===== src/pkg/pcx_pkg.sv =====
package pcx_pkg;

// ==========================================================
// pin counts and widths
localparam int XB_PINS = 20;
localparam int ALL_PINS = 29;
localparam int NUM_FUNCS = 21;
localparam int FUNC_W = 5;
localparam int SEL_W = 8;
localparam int SPI_MODE_W = 2;
localparam int PCA_FIELD_W = 3;
localparam int CEX_COUNT = 5;

// ==========================================================
// fixed serial pins
localparam int UART_TX_PIN = 4;
localparam int UART_RX_PIN = 5;

// ==========================================================
// function indices in priority order
localparam int F_UART_TX = 0;
localparam int F_UART_RX = 1;
localparam int F_SPI_SCK = 2;
localparam int F_SPI_MISO = 3;
localparam int F_SPI_MOSI = 4;
localparam int F_SPI_SEL = 5;
localparam int F_SMB_SDA = 6;
localparam int F_SMB_SCL = 7;
localparam int F_CMP0 = 8;
localparam int F_CMP0_ASYNC = 9;
localparam int F_CMP1 = 10;
localparam int F_CMP1_ASYNC = 11;
localparam int F_SYSCLK = 12;
localparam int F_CAPTURE_CHANNEL_LINE = 13;
localparam int F_ECI = 18;
localparam int F_T0 = 19;
localparam int F_T1 = 20;

// ==========================================================
// route select A bit positions
localparam int SA_UART = 0;
localparam int SA_SPI = 1;
localparam int SA_SMB = 2;
localparam int SA_SYSCLK = 3;
localparam int SA_CMP0 = 4;
localparam int SA_CMP0_ASYNC = 5;
localparam int SA_CMP1 = 6;
localparam int SA_CMP1_ASYNC = 7;

// ==========================================================
// route select B bit positions
localparam int SB_PCA_LSB = 0;
localparam int SB_ECI = 3;
localparam int SB_T0 = 4;
localparam int SB_T1 = 5;
localparam int SB_ENABLE = 6;
localparam int SB_PULLUP_DIS = 7;

// ==========================================================
// codes and reset values
localparam logic [SPI_MODE_W-1:0] SPI_THREE_WIRE = 2'h0;
localparam logic [FUNC_W-1:0] OWNER_GPIO = 5'h00;
localparam logic [SEL_W-1:0] SEL_RST = 8'h00;
localparam logic [XB_PINS-1:0] SKIP_RST = 20'h00000;
localparam logic [ALL_PINS-1:0] IN_MODE_RST = 29'h1FFFFFFF;
localparam logic [ALL_PINS-1:0] OUT_TYPE_RST = 29'h00000000;
localparam logic [ALL_PINS-1:0] PIN_RST = 29'h00000000;
localparam logic [ALL_PINS-1:0] READ_RST = 29'h1FFFFFFF;
localparam logic [NUM_FUNCS-1:0] PERIPH_IN_RST = 21'h1FFFFF;

// owner code of a function, zero meaning plain port bit
function automatic logic [FUNC_W-1:0] pcx_code(input int f);
    return FUNC_W'(f + 1);
endfunction

endpackage


===== src/pkg/pcx_route_if.sv =====
`timescale 1ns/1ps
interface pcx_route_if;
    import pcx_pkg::*;
    logic [NUM_FUNCS-1:0] funcEnable;
    logic [XB_PINS-1:0] skipMask;
    logic [XB_PINS-1:0][FUNC_W-1:0] ownerOf;
    logic [NUM_FUNCS-1:0][FUNC_W-1:0] funcPin;
    logic [NUM_FUNCS-1:0] funcPlaced;

    modport decoder (
        input funcEnable,
        input skipMask,
        output ownerOf,
        output funcPin,
        output funcPlaced
    );
    modport core (
        output funcEnable,
        output skipMask,
        input ownerOf,
        input funcPin,
        input funcPlaced
    );
endinterface


===== src/hw/pcx_port_io.sv =====
`timescale 1ns/1ps
// What this block does
// - each selected function other than the serial port takes the lowest free crossbar pin, in priority
// - serial transmit always on port 0 bit 4, receive on bit 5
// - a pin already handed out is passed over for later functions
// - a skipped pin is treated as already assigned
// - only port 0 bit 0 through port 2 bit 3 join the crossbar
// - two-wire bus takes both pins; serial port takes both pins
// - pins left over stay ordinary port bits
// - SPI slave select claims a pin only in 4-wire mode
// - port reads return the pin level whatever the routing; analog pins read as one
// - input mode bit one means digital input, zero means analog
// - after reset every pin is a digital input
// - analog pins lose pull-up, output driver and digital receiver
// - output type comes from the per-pin output type bit, except on two-wire bus pins
// - two-wire bus pins are always open drain
// - open-drain pins get pull-up unless the global disable bit is set
// - pull-up is off while the pin drives low
// - while routing is disabled all pins are port bits in input mode
// - while routing is disabled all output drivers are off
// - counter field routes zero to five capture channels
// - timer zero input routed only when its enable bit is set
module pcx_port_io
    import pcx_pkg::*;
(
    // clock and reset
    input wire logic sys_clk,
    input wire logic reset_n,
    input wire logic clkEn,
    // configuration, latched on cfgWrite
    input wire logic cfgWrite,
    input wire logic [SEL_W-1:0] periphRouteSelA,
    input wire logic [SEL_W-1:0] periphRouteSelB,
    input wire logic [XB_PINS-1:0] pinSkipMask,
    input wire logic [ALL_PINS-1:0] pinInputMode,
    input wire logic [ALL_PINS-1:0] pinOutputType,
    input wire logic [SPI_MODE_W-1:0] spiSelectModeField,
    // status
    output logic routeGlobalEnable,
    output logic pullupGlobalDisable,
    // port latch and port read
    input wire logic [ALL_PINS-1:0] portLatch,
    output logic [ALL_PINS-1:0] portReadLevel,
    // peripheral side
    input wire logic [NUM_FUNCS-1:0] periphOut,
    input wire logic [NUM_FUNCS-1:0] periphDrive,
    output logic [NUM_FUNCS-1:0] periphIn,
    // package pins
    input wire logic [ALL_PINS-1:0] pinIn,
    output logic [ALL_PINS-1:0] pinOut,
    output logic [ALL_PINS-1:0] pinOutEnable,
    output logic [ALL_PINS-1:0] pinPullupEnable,
    output logic [ALL_PINS-1:0] pinReceiverEnable
);

logic [SEL_W-1:0] selA;
logic [SEL_W-1:0] selB;
logic [XB_PINS-1:0] skipReg;
logic [ALL_PINS-1:0] inModeReg;
logic [ALL_PINS-1:0] outTypeReg;
logic [SPI_MODE_W-1:0] spiModeReg;
logic [ALL_PINS-1:0] pinMeta;
logic [ALL_PINS-1:0] pinSync;
logic xbarEn;
logic pullupDis;
logic fourWire;
logic [PCA_FIELD_W-1:0] pcaField;
logic [NUM_FUNCS-1:0] funcEnable;
logic [ALL_PINS-1:0] ownedMask;
logic [ALL_PINS-1:0] smbMask;
logic [ALL_PINS-1:0] drvValue;
logic [ALL_PINS-1:0] drvWant;
logic [ALL_PINS-1:0] odMask;
logic [ALL_PINS-1:0] lowDrive;
logic [ALL_PINS-1:0] next_pinOut;
logic [ALL_PINS-1:0] next_pinOutEnable;
logic [ALL_PINS-1:0] next_pinPullupEnable;
logic [ALL_PINS-1:0] next_pinReceiverEnable;
logic [XB_PINS-1:0] uartPins;

pcx_route_if route ();

pcx_route_decoder u_decoder (
    .route(route.decoder)
);

// ==========================================================
// configuration registers
always_ff @(posedge sys_clk or negedge reset_n) begin
    if (!reset_n) begin
        selA <= SEL_RST;
        selB <= SEL_RST;
        skipReg <= SKIP_RST;
        inModeReg <= IN_MODE_RST;
        outTypeReg <= OUT_TYPE_RST;
        spiModeReg <= SPI_THREE_WIRE;
    end else if (clkEn && cfgWrite) begin
        selA <= periphRouteSelA;
        selB <= periphRouteSelB;
        skipReg <= pinSkipMask;
        inModeReg <= pinInputMode;
        outTypeReg <= pinOutputType;
        spiModeReg <= spiSelectModeField;
    end
end

always_ff @(posedge sys_clk or negedge reset_n) begin
    if (!reset_n) begin
        routeGlobalEnable <= 1'b0;
        pullupGlobalDisable <= 1'b0;
    end else if (clkEn) begin
        routeGlobalEnable <= xbarEn;
        pullupGlobalDisable <= pullupDis;
    end
end

// ==========================================================
// pin synchroniser
always_ff @(posedge sys_clk or negedge reset_n) begin
    if (!reset_n) begin
        pinMeta <= PIN_RST;
        pinSync <= PIN_RST;
    end else if (clkEn) begin
        pinMeta <= pinIn;
        pinSync <= pinMeta;
    end
end

// ==========================================================
// function enables seen by the decoder
assign xbarEn = selB[SB_ENABLE];
assign pullupDis = selB[SB_PULLUP_DIS];
assign pcaField = selB[SB_PCA_LSB +: PCA_FIELD_W];
assign fourWire = (spiModeReg != SPI_THREE_WIRE);

always_comb begin
    funcEnable = '0;
    funcEnable[F_UART_TX] = selA[SA_UART];
    funcEnable[F_UART_RX] = selA[SA_UART];
    funcEnable[F_SPI_SCK] = selA[SA_SPI];
    funcEnable[F_SPI_MISO] = selA[SA_SPI];
    funcEnable[F_SPI_MOSI] = selA[SA_SPI];
    funcEnable[F_SPI_SEL] = selA[SA_SPI] && fourWire;
    funcEnable[F_SMB_SDA] = selA[SA_SMB];
    funcEnable[F_SMB_SCL] = selA[SA_SMB];
    funcEnable[F_CMP0] = selA[SA_CMP0];
    funcEnable[F_CMP0_ASYNC] = selA[SA_CMP0_ASYNC];
    funcEnable[F_CMP1] = selA[SA_CMP1];
    funcEnable[F_CMP1_ASYNC] = selA[SA_CMP1_ASYNC];
    funcEnable[F_SYSCLK] = selA[SA_SYSCLK];
    for (int k = 0; k < CEX_COUNT; k++) begin
        funcEnable[F_CAPTURE_CHANNEL_LINE + k] = (pcaField > PCA_FIELD_W'(k));
    end
    funcEnable[F_ECI] = selB[SB_ECI];
    funcEnable[F_T0] = selB[SB_T0];
    funcEnable[F_T1] = selB[SB_T1];
    if (!xbarEn) begin
        funcEnable = '0;
    end
end

assign route.funcEnable = funcEnable;
assign route.skipMask = skipReg;

// ==========================================================
// per-pin source: peripheral or port latch
always_comb begin
    ownedMask = '0;
    smbMask = '0;
    drvValue = portLatch;
    drvWant = '1;
    for (int p = 0; p < XB_PINS; p++) begin
        for (int f = 0; f < NUM_FUNCS; f++) begin
            if (route.ownerOf[p] == pcx_code(f)) begin
                ownedMask[p] = 1'b1;
                drvValue[p] = periphOut[f];
                drvWant[p] = periphDrive[f];
                smbMask[p] = (f == F_SMB_SDA) || (f == F_SMB_SCL);
            end
        end
    end
end

// ==========================================================
// driver, pull-up and receiver control
assign odMask = ~outTypeReg | smbMask;
assign next_pinOutEnable = {ALL_PINS{xbarEn}} & inModeReg & drvWant
    & (~odMask | ~drvValue);
assign next_pinOut = ~odMask & drvValue;
assign lowDrive = next_pinOutEnable & ~next_pinOut;
assign next_pinPullupEnable = inModeReg & odMask
    & {ALL_PINS{~pullupDis}} & ~lowDrive;
assign next_pinReceiverEnable = inModeReg;

always_ff @(posedge sys_clk or negedge reset_n) begin
    if (!reset_n) begin
        pinOut <= PIN_RST;
        pinOutEnable <= PIN_RST;
        pinPullupEnable <= PIN_RST;
        pinReceiverEnable <= IN_MODE_RST;
    end else if (clkEn) begin
        pinOut <= next_pinOut;
        pinOutEnable <= next_pinOutEnable;
        pinPullupEnable <= next_pinPullupEnable;
        pinReceiverEnable <= next_pinReceiverEnable;
    end
end

// ==========================================================
// port read and peripheral inputs
always_ff @(posedge sys_clk or negedge reset_n) begin
    if (!reset_n) begin
        portReadLevel <= READ_RST;
    end else if (clkEn) begin
        // analog pins read as one
        portReadLevel <= pinSync | ~inModeReg;
    end
end

always_ff @(posedge sys_clk or negedge reset_n) begin
    if (!reset_n) begin
        periphIn <= PERIPH_IN_RST;
    end else if (clkEn) begin
        for (int f = 0; f < NUM_FUNCS; f++) begin
            // unplaced inputs idle high
            periphIn[f] <= route.funcPlaced[f]
                ? pinSync[route.funcPin[f]] : 1'b1;
        end
    end
end

// ==========================================================
// checks
assign uartPins = route.funcPlaced[F_UART_TX]
    ? (XB_PINS'(1) << UART_TX_PIN) | (XB_PINS'(1) << UART_RX_PIN)
    : '0;
endmodule


===== src/hw/pcx_route_decoder.sv =====
`timescale 1ns/1ps
module pcx_route_decoder
    import pcx_pkg::*;
(
    // settings in, assignments out
    pcx_route_if.decoder route
);

logic [XB_PINS-1:0] taken;
logic found;

// ==========================================================
// priority placement
always_comb begin
    taken = route.skipMask;
    found = 1'b0;
    route.ownerOf = '0;
    route.funcPin = '0;
    route.funcPlaced = '0;
    // serial port sits on its fixed pair, skip mask or not
    if (route.funcEnable[F_UART_TX]) begin
        route.ownerOf[UART_TX_PIN] = pcx_code(F_UART_TX);
        route.ownerOf[UART_RX_PIN] = pcx_code(F_UART_RX);
        route.funcPin[F_UART_TX] = FUNC_W'(UART_TX_PIN);
        route.funcPin[F_UART_RX] = FUNC_W'(UART_RX_PIN);
        route.funcPlaced[F_UART_TX] = 1'b1;
        route.funcPlaced[F_UART_RX] = 1'b1;
        taken[UART_TX_PIN] = 1'b1;
        taken[UART_RX_PIN] = 1'b1;
    end
    // only the crossbar pins are searched
    for (int f = F_SPI_SCK; f < NUM_FUNCS; f++) begin
        found = 1'b0;
        for (int p = 0; p < XB_PINS; p++) begin
            if (route.funcEnable[f] && !found && !taken[p]) begin
                found = 1'b1;
                taken[p] = 1'b1;
                route.ownerOf[p] = pcx_code(f);
                route.funcPin[f] = FUNC_W'(p);
                route.funcPlaced[f] = 1'b1;
            end
        end
    end
end

endmodule


===== config.mk =====
export PLATFORM = sky130hd
export DESIGN_NAME = pcx_port_io
export DESIGN_NICKNAME = d
export VERILOG_FILES = /design/src/pkg/pcx_pkg.sv /design/src/pkg/pcx_route_if.sv /design/src/hw/pcx_port_io.sv /design/src/hw/pcx_route_decoder.sv
export SDC_FILE = /design/constraint.sdc
export NUM_CORES = 2
export LEC_CHECK = 0
export ABC_AREA = 1
export BUFFER_PORTS_ARGS = -buffer_cell sky130_fd_sc_hd__buf_4
export CAP_MARGIN = 20
export CORE_MARGIN = 2
export CORE_UTILIZATION = 40
export DETAILED_ROUTE_END_ITERATION = 16
export GPL_TIMING_DRIVEN = 0
export SYNTH_ARGS = -nofsm -noshare
export SYNTH_HDL_FRONTEND = slang
export SYNTH_SLANG_ARGS = --single-unit
export TNS_END_PERCENT = 20

===== constraint.sdc =====
create_clock -name sys_clk -period 16.6 [get_ports sys_clk]
set_clock_uncertainty 0.1 [all_clocks]
set_input_delay 1.66 -clock sys_clk [delete_from_list [all_inputs] [get_ports sys_clk]]
set_output_delay 1.66 -clock sys_clk [all_outputs]
set_load 0.05 [all_outputs]

**After elaboration in Yosys (flattened, before gate mapping)**

Index checks and enable logic that the tools add are counted.
W data, S select, Z words.

- Register bits: 322
- Input bits: 200
- Output and inout bits: 168
- Logic and storage cells: 4654

- Magnitude comparators: 26
- Equal/unequal tests: 420
- Muxes and demuxes: 2689
- Bitwise logic cells: 18
- Reductions and logical operators: 1485

Operators with widths:

| cell | count |
|---|---|
| $mux W1 | 1941 |
| $mux W5 | 284 |
| $mux W4 | 256 |
| $eq A5 B4 Y1 const B | 160 |
| $logic_and A1 B1 Y1 | 743 |
| $logic_not A1 Y1 | 741 |
| $eq A5 B5 Y1 const B | 120 |
| $eq A5 B3 Y1 const B | 80 |
| $mux W3 | 128 |
| $and A29 B29 Y29 | 8 |
| $eq A5 B2 Y1 const B | 40 |
| $not A29 Y29 | 6 |
| $lt A5 B6 Y1 const B | 21 |
| $mux W2 | 56 |
| $bmux W1 S5 | 21 |
| $eq A5 B1 Y1 const B | 20 |
| $or A29 B29 Y29 | 2 |
| $or A29 B20 Y29 | 1 |
| $mux W21 | 1 |
| $mux W8 | 1 |
| $mux W7 | 1 |
| $gt A3 B1 Y1 const B | 2 |
| $gt A3 B2 Y1 const B | 2 |
| $gt A3 B3 Y1 const B | 1 |
| other kinds (2) | 2 |

**Longest topological paths before layout**

- Word-level depth: 163
- Mapped depth: 59
- Mapped depth without buffers: 57

**Hierarchy**

A second synthesis with hierarchy kept.

- Cell total of the unflattened synthesis: 7734
- Area, all modules: 42545.8 µm²

By module, submodules not included:

| module | times used | cells each | area an instance (µm²) |
|---|---|---|---|
| pcx_port_io | 1 | 5144 | 30041.3 |
| pcx_route_decoder | 1 | 2590 | 12504.5 |

**Least setup slack after synthesis**

OpenSTA, ideal clock, no wires.

- Path type: register to register
- Start: reg selB[6]
- End: reg periphIn[18]
- Setup time: 0.077 ns
- Arrival: 5.716 ns
- Required time: 16.423 ns
- Setup slack: 10.707 ns
- Cell stages (with the launch flop): 48
- Buffers on the path: 2
- Clock period less this slack: 5.893 ns
- Cell sequence: dfrtp_1 > buf_6 > nand2_4 > inv_4 > nand4_4 > nor2_4 > nor2_1 > nand2_2 > nor2_2 > nand3_2 > nand2_2 > inv_2 > nor2_2 > nor2_2 > nor2_4 > nand2_2 > nand3_1 > nand2_1 > [... 12 more ...] > nor3_4 > nand2_2 > nor2_2 > nand2_1 > nand2_1 > nor2_2 > nor2_2 > nand3_2 > nor2_2 > nand2_2 > nand2_2 > buf_4 > o211ai_1 > nand3_1 > nand3b_1 > nand2_1 > nand2_1 > a31oi_1

- Cells in the longest elaborated chain, start to end: 130
- Elaborated cells on any way between the ends: 1976
- Classes of those cells: 668 x mux; 1308 x reduce/logical

Ends and longest elaborated chain:

| element | RTL line | RTL |
|---|---|---|
| start: declaration | pcx_port_io.sv:57 | `logic [SEL_W-1:0] selB;` |
| start signal: assignment | pcx_port_io.sv:99 | `selB <= periphRouteSelB;` |
| $mux W21 (*) | pcx_port_io.sv:157 | `if (!xbarEn) begin` |
| $logic_and A1 B1 Y1 | pcx_route_decoder.sv:35 | `if (route.funcEnable[f] && !found && !taken[p]) begin` |
| $mux W1 | pcx_route_decoder.sv:35 |  |
| $logic_not A1 Y1 | pcx_route_decoder.sv:35 |  |
| $logic_and A1 B1 Y1 | pcx_route_decoder.sv:35 |  |
| $mux W1 or $logic_and A1 B1 Y1 (tied branches) | pcx_route_decoder.sv:35 |  |
| $logic_not A1 Y1 or $mux W1 (tied branches) | pcx_route_decoder.sv:35 |  |
| $logic_and A1 B1 Y1 or $logic_not A1 Y1 (tied branches) | pcx_route_decoder.sv:35 |  |
| [... 114 more ...] | - |  |
| $mux W1 or $logic_and A1 B1 Y1 (tied branches) | pcx_route_decoder.sv:35 |  |
| $logic_not A1 Y1 or $mux W1 (tied branches) | pcx_route_decoder.sv:35 |  |
| $logic_and A1 B1 Y1 or $logic_not A1 Y1 (tied branches) | pcx_route_decoder.sv:35 |  |
| $logic_and A1 B1 Y1 | pcx_route_decoder.sv:35 |  |
| $mux W5 | pcx_route_decoder.sv:35 |  |
| $bmux W1 S5 | pcx_port_io.sv:227 | `? pinSync[route.funcPin[f]] : 1'b1;` |
| $mux W1 (not written as such) | pcx_port_io.sv:227 |  |
| $mux W1 (*) | pcx_port_io.sv:227 |  |
| end signal: indexed assignment | pcx_port_io.sv:226 | `periphIn[f] <= route.funcPlaced[f]` |
| end: declaration | pcx_port_io.sv:47 | `output logic [NUM_FUNCS-1:0] periphIn,` |

Every way passes the cells marked *; elsewhere a longest branch is shown, timed or not. The select of a mux whose other input is x is not followed.
A chain may end at the register's enable or synchronous reset.

**Worst setup path in the final report**

- Start: reg selB[6]
- End: reg periphIn[20]

- Cells in the longest elaborated chain, start to end: 136
- Elaborated cells on any way between the ends: 2210
- Classes of those cells: 746 x mux; 1464 x reduce/logical

Ends and longest elaborated chain:

| element | RTL line |
|---|---|
| $mux W21 (*) | pcx_port_io.sv:157 |
| $logic_and A1 B1 Y1 | pcx_route_decoder.sv:35 |
| $mux W1 | pcx_route_decoder.sv:35 |
| $logic_not A1 Y1 | pcx_route_decoder.sv:35 |
| $logic_and A1 B1 Y1 | pcx_route_decoder.sv:35 |
| $mux W1 or $logic_and A1 B1 Y1 (tied branches) | pcx_route_decoder.sv:35 |
| $logic_not A1 Y1 or $mux W1 (tied branches) | pcx_route_decoder.sv:35 |
| $logic_and A1 B1 Y1 or $logic_not A1 Y1 (tied branches) | pcx_route_decoder.sv:35 |
| [... 120 more ...] | - |
| $mux W1 or $logic_and A1 B1 Y1 (tied branches) | pcx_route_decoder.sv:35 |
| $logic_not A1 Y1 or $mux W1 (tied branches) | pcx_route_decoder.sv:35 |
| $logic_and A1 B1 Y1 or $logic_not A1 Y1 (tied branches) | pcx_route_decoder.sv:35 |
| $logic_and A1 B1 Y1 | pcx_route_decoder.sv:35 |
| $mux W5 | pcx_route_decoder.sv:35 |
| $bmux W1 S5 | pcx_port_io.sv:227 |
| $mux W1 (not written as such) | pcx_port_io.sv:227 |
| $mux W1 (*) | pcx_port_io.sv:227 |

Marks and branches as above.

==> implementation parameters <==
Parameter                              Value

Run status
  Run status    completed

Yosys
  Library cells used by synthesis    69
  Syn_area_per_cell    a little over 6 µm²
  Synth async-reset ratio    1.00
  Synth warn    0
  Share of the synthesized area in the top cell type    0.169
  Leading post-synthesis cells by cell area    sky130_fd_sc_hd__dfrtp_1 17%, sky130_fd_sc_hd__nand2_1 14%, sky130_fd_sc_hd__dfstp_2 9.0%
  Synth Flop Type    sky130_fd_sc_hd__dfrtp_1
  Post-synthesis instance area    31,700 µm²
  Library cell occupying the most area in the post-synthesis netlist    sky130_fd_sc_hd__dfrtp_1
  Sequential element share of the synthesized area    0.259
  Post-synth EDFFs    0
  Most frequent cells after synthesis    1,176 x sky130_fd_sc_hd__nand2_1, 706 x sky130_fd_sc_hd__nor2_1, 586 x sky130_fd_sc_hd__inv_1
  Synth Register Bits    approximately 320
  Most numerous cell in the Yosys netlist    sky130_fd_sc_hd__nand2_1
  Net count after synthesis    roughly 5,400
  Synthesized instance count    ~5,200

Clock tree
  Post-CTS sizing    0
  TritonCTS clock tree    built
  Root cell of the clock tree    sky130_fd_sc_hd__clkbuf_16
  Postcts setup bufs    0
  Htree depth    2
  Clock latency on the worst-skew pair    slightly above 0.6 ns
  Max clock buf depth    3
  Total CTS buffers    40
  Clock Pin Slew Worst Setup and Hold Paths    around 0.060 ns
  Cts-stage hold buffer count    0
  Number of sinks on the clock net    roughly 320

Place
  Detail Placement HPWL    around 130 mm
  PortBufs    around 350
  Cell total after placement    ~6,600
  RD Place Congestion    1.04

GRT
  Grt total ovfl    0
  Wire length of the first global-routing pass    232 mm
  Total global-route track usage    0.381
  Maximum number of pins on one net before global-route repair    about 120
  Antenna violations before repair    2
  Via count of the first global-routing pass    between 30,000 and 40,000

Route
  First-pass detailed-route iteration total    6
  Antenna-violating nets left    0
  Total number of vias    ~39,000
  Wire length after detailed routing    approximately 160 mm
  Iter 0 DRT Violations    between 4,000 and 5,000
  Routed vias/inst    ~5.8
  Post-detailed-route wirelength per cell    around 24 µm
  Number of remaining DRC errors    0

Timing
  Final count of hold timing violations    0
  Final-report setup violation count    0
  Minimum clock period after layout    8.69 ns
  Upper clock frequency limit    between 0.1 and 0.15 GHz
  Count of pins over their slew limit    0
  Total negative slack    0 ns
  Slew headroom    0.159
  Worst-margin pin slew    1.23 ns
  Unrepaired setup endpoints after global routing    no
  Ratio of final minimum period to clock period    0.523

Worst setup path
  Largest fanout of any net on the critical path    10
  Startpoint Class    flip-flop
  Arrival time reported for the critical path endpoint    around 9 ns
  Delay of the slowest critical-path stage    around 1 ns
  Cell with the most instances on the worst path    sky130_fd_sc_hd__nand2_1
  Slowest stage cell on the critical path    sky130_fd_sc_hd__a31oi_1
  Startpoint of the most critical register-to-register path    selB[6]$_DFFE_PN0P_
  Register-to-register setup slack    around 7.9 ns
  Critical register-to-register path endpoint    periphIn[20]$_DFFE_PN1P_
  Required arrival time at the worst endpoint    roughly 17 ns
  Worst reg2reg path depth    34
  Worst setup path category    flip-flop to flip-flop
  Capturing element type of the critical path    flip-flop

Layout
  Area used by sequential logic in the layout    8190 µm²
  Area Overhead vs Synth    17.4%
  Nets@finish    between 5,000 and 6,000
  Number of fillers in the final layout    around 8,600
  Combined area of the multi-input logic cells    around 20,000 µm²
  Fin util    0.473
  Ratio of cells with drive above 1 in the final layout    0.179
  Count of placed standard cells in the final layout, fillers left out    6,697
  Diodes inserted    0

Die
  Die ar.    81,500 µm²
  Die outline height    between 200 and 300 µm
  Starting density of the core    0.402
  Rows    103
  Floorplan Core Area    78,700 µm²
  I/O pins    between 300 and 400
  Die extent in x    about 290 µm

Hold path
  Critical hold path startpoint    pinReceiverEnable[20]$_DFFE_PN1P_
  Endpoint of the worst hold path    pinReceiverEnable[20]$_DFFE_PN1P_
  Worst min-delay path category    flip-flop to flip-flop
  Hold Crit Depth    2

Pwr
  PD cells    approximately 140 nW/µm²
  Static leakage power    ~18 nW
  IR drop worst, VDD    between 80 and 90 µV

Flow run
  Max-capacitance violation count    0
layer usage:
metal  GRT usage  wire length (µm)
met5           0                15
met4       0.165              8150
met3      0.0683             14900
met2       0.580             68400
met1       0.529             69700
registers in the layout (all words and copies together) (netlist names):
name / cells
outTypeReg: 29
portReadLevel: 29
pinOut: 29
periphIn: 21
pinMeta: 29
inModeReg: 29
pullupGlobalDisable: 1
pinReceiverEnable: 29
spiModeReg: 2
pinPullupEnable: 29
pinOutEnable: 29
route.skipMask: 20
selB: 8
selA: 8
routeGlobalEnable: 1
pinSync: 29
final cells by class:
type	count	share of cell area
Buffer	167	0.0182
Clock buffer	53	0.0293
Clock inverter	21	0.00874
Inverter	723	0.0730
Multi-Input combinational cell	3999	0.540
Sequential cell	322	0.220
Tap cell	1050	0.0353
Timing Repair Buffer	362	0.0749
worst max-delay path: cells and delay by family, from the launching register on:
family | cells | cell delay (ns)
AOI/OAI and AO/OA | 3 | 1.35
and+or+nand+nor | 24 | 5.20
DFF | 1 | 0.33
buffers and inverters | 7 | 1.59
layout by cell type (no fill, tap or decap), types with 32 or more instances in the layout:
cell type	instances
sky130_fd_sc_hd__nand3_1	289
sky130_fd_sc_hd__nand4_1	101
sky130_fd_sc_hd__mux2_2	61
sky130_fd_sc_hd__nand2_1	1176
sky130_fd_sc_hd__inv_1	586
sky130_fd_sc_hd__nor4_1	50
sky130_fd_sc_hd__inv_2	116
sky130_fd_sc_hd__dfstp_2	108
sky130_fd_sc_hd__o211ai_1	106
sky130_fd_sc_hd__nor2_4	35
sky130_fd_sc_hd__nor3_1	107
sky130_fd_sc_hd__dfrtp_1	214
sky130_fd_sc_hd__nand2_2	74
sky130_fd_sc_hd__o21ai_0	479
sky130_fd_sc_hd__a31oi_1	36
sky130_fd_sc_hd__o221ai_1	41
sky130_fd_sc_hd__a21oi_1	359
sky130_fd_sc_hd__nor2_2	109
sky130_fd_sc_hd__buf_4	354
sky130_fd_sc_hd__nor2_1	706
sky130_fd_sc_hd__clkbuf_16	40
sky130_fd_sc_hd__clkbuf_1	149
sky130_fd_sc_hd__o22ai_1	32
cell families after synthesis:
group | after synthesis | share of synthesized area
simple gates | 2722 | 0.390
compound gates | 1215 | 0.223
buf+inv | 890 | 0.107
flops | 322 | 0.259
mux | 62 | 0.0220
through the flow:
stage / cell area [µm²] / total power [mW] / worst slack, ns / hold WS [ns]
floorplan: 31700 / 3.13 / 10.71 / 0.342
global placement: 35700 / 4.18 / 8.14 / 0.351
detailed placement: 35800 / 4.19 / 8.17 / 0.354
CTS: 37200 / 5.16 / 8.12 / 0.364
global route: 37200 / 5.54 / 7.32 / 0.374
finish: 37200 / 5.25 / 7.91 / 0.364
power breakdown:
part / total, mW / switching, mW / internal, mW
combinational: 3.19 / 2.29 / 0.899
sequential: 1.10 / 0.141 / 0.960
clock: 0.956 / 0.405 / 0.551
worst max path at each step:
stage / endpoint / from / slack, ns
after detailed placement: pinPullupEnable[17]$_DFFE_PN0P_ / selB[6]$_DFFE_PN0P_ / 8.17
after global placement: pinPullupEnable[17]$_DFFE_PN0P_ / selB[6]$_DFFE_PN0P_ / 8.14
after CTS: pinPullupEnable[17]$_DFFE_PN0P_ / selB[6]$_DFFE_PN0P_ / 8.12
final: periphIn[20]$_DFFE_PN1P_ / selB[6]$_DFFE_PN0P_ / 7.91
after floorplan: periphIn[18]$_DFFE_PN1P_ / selB[6]$_DFFE_PN0P_ / 10.71
after global routing: periphIn[20]$_DFFE_PN1P_ / selB[6]$_DFFE_PN0P_ / 7.32
Power figures use the tool's default switching activity.
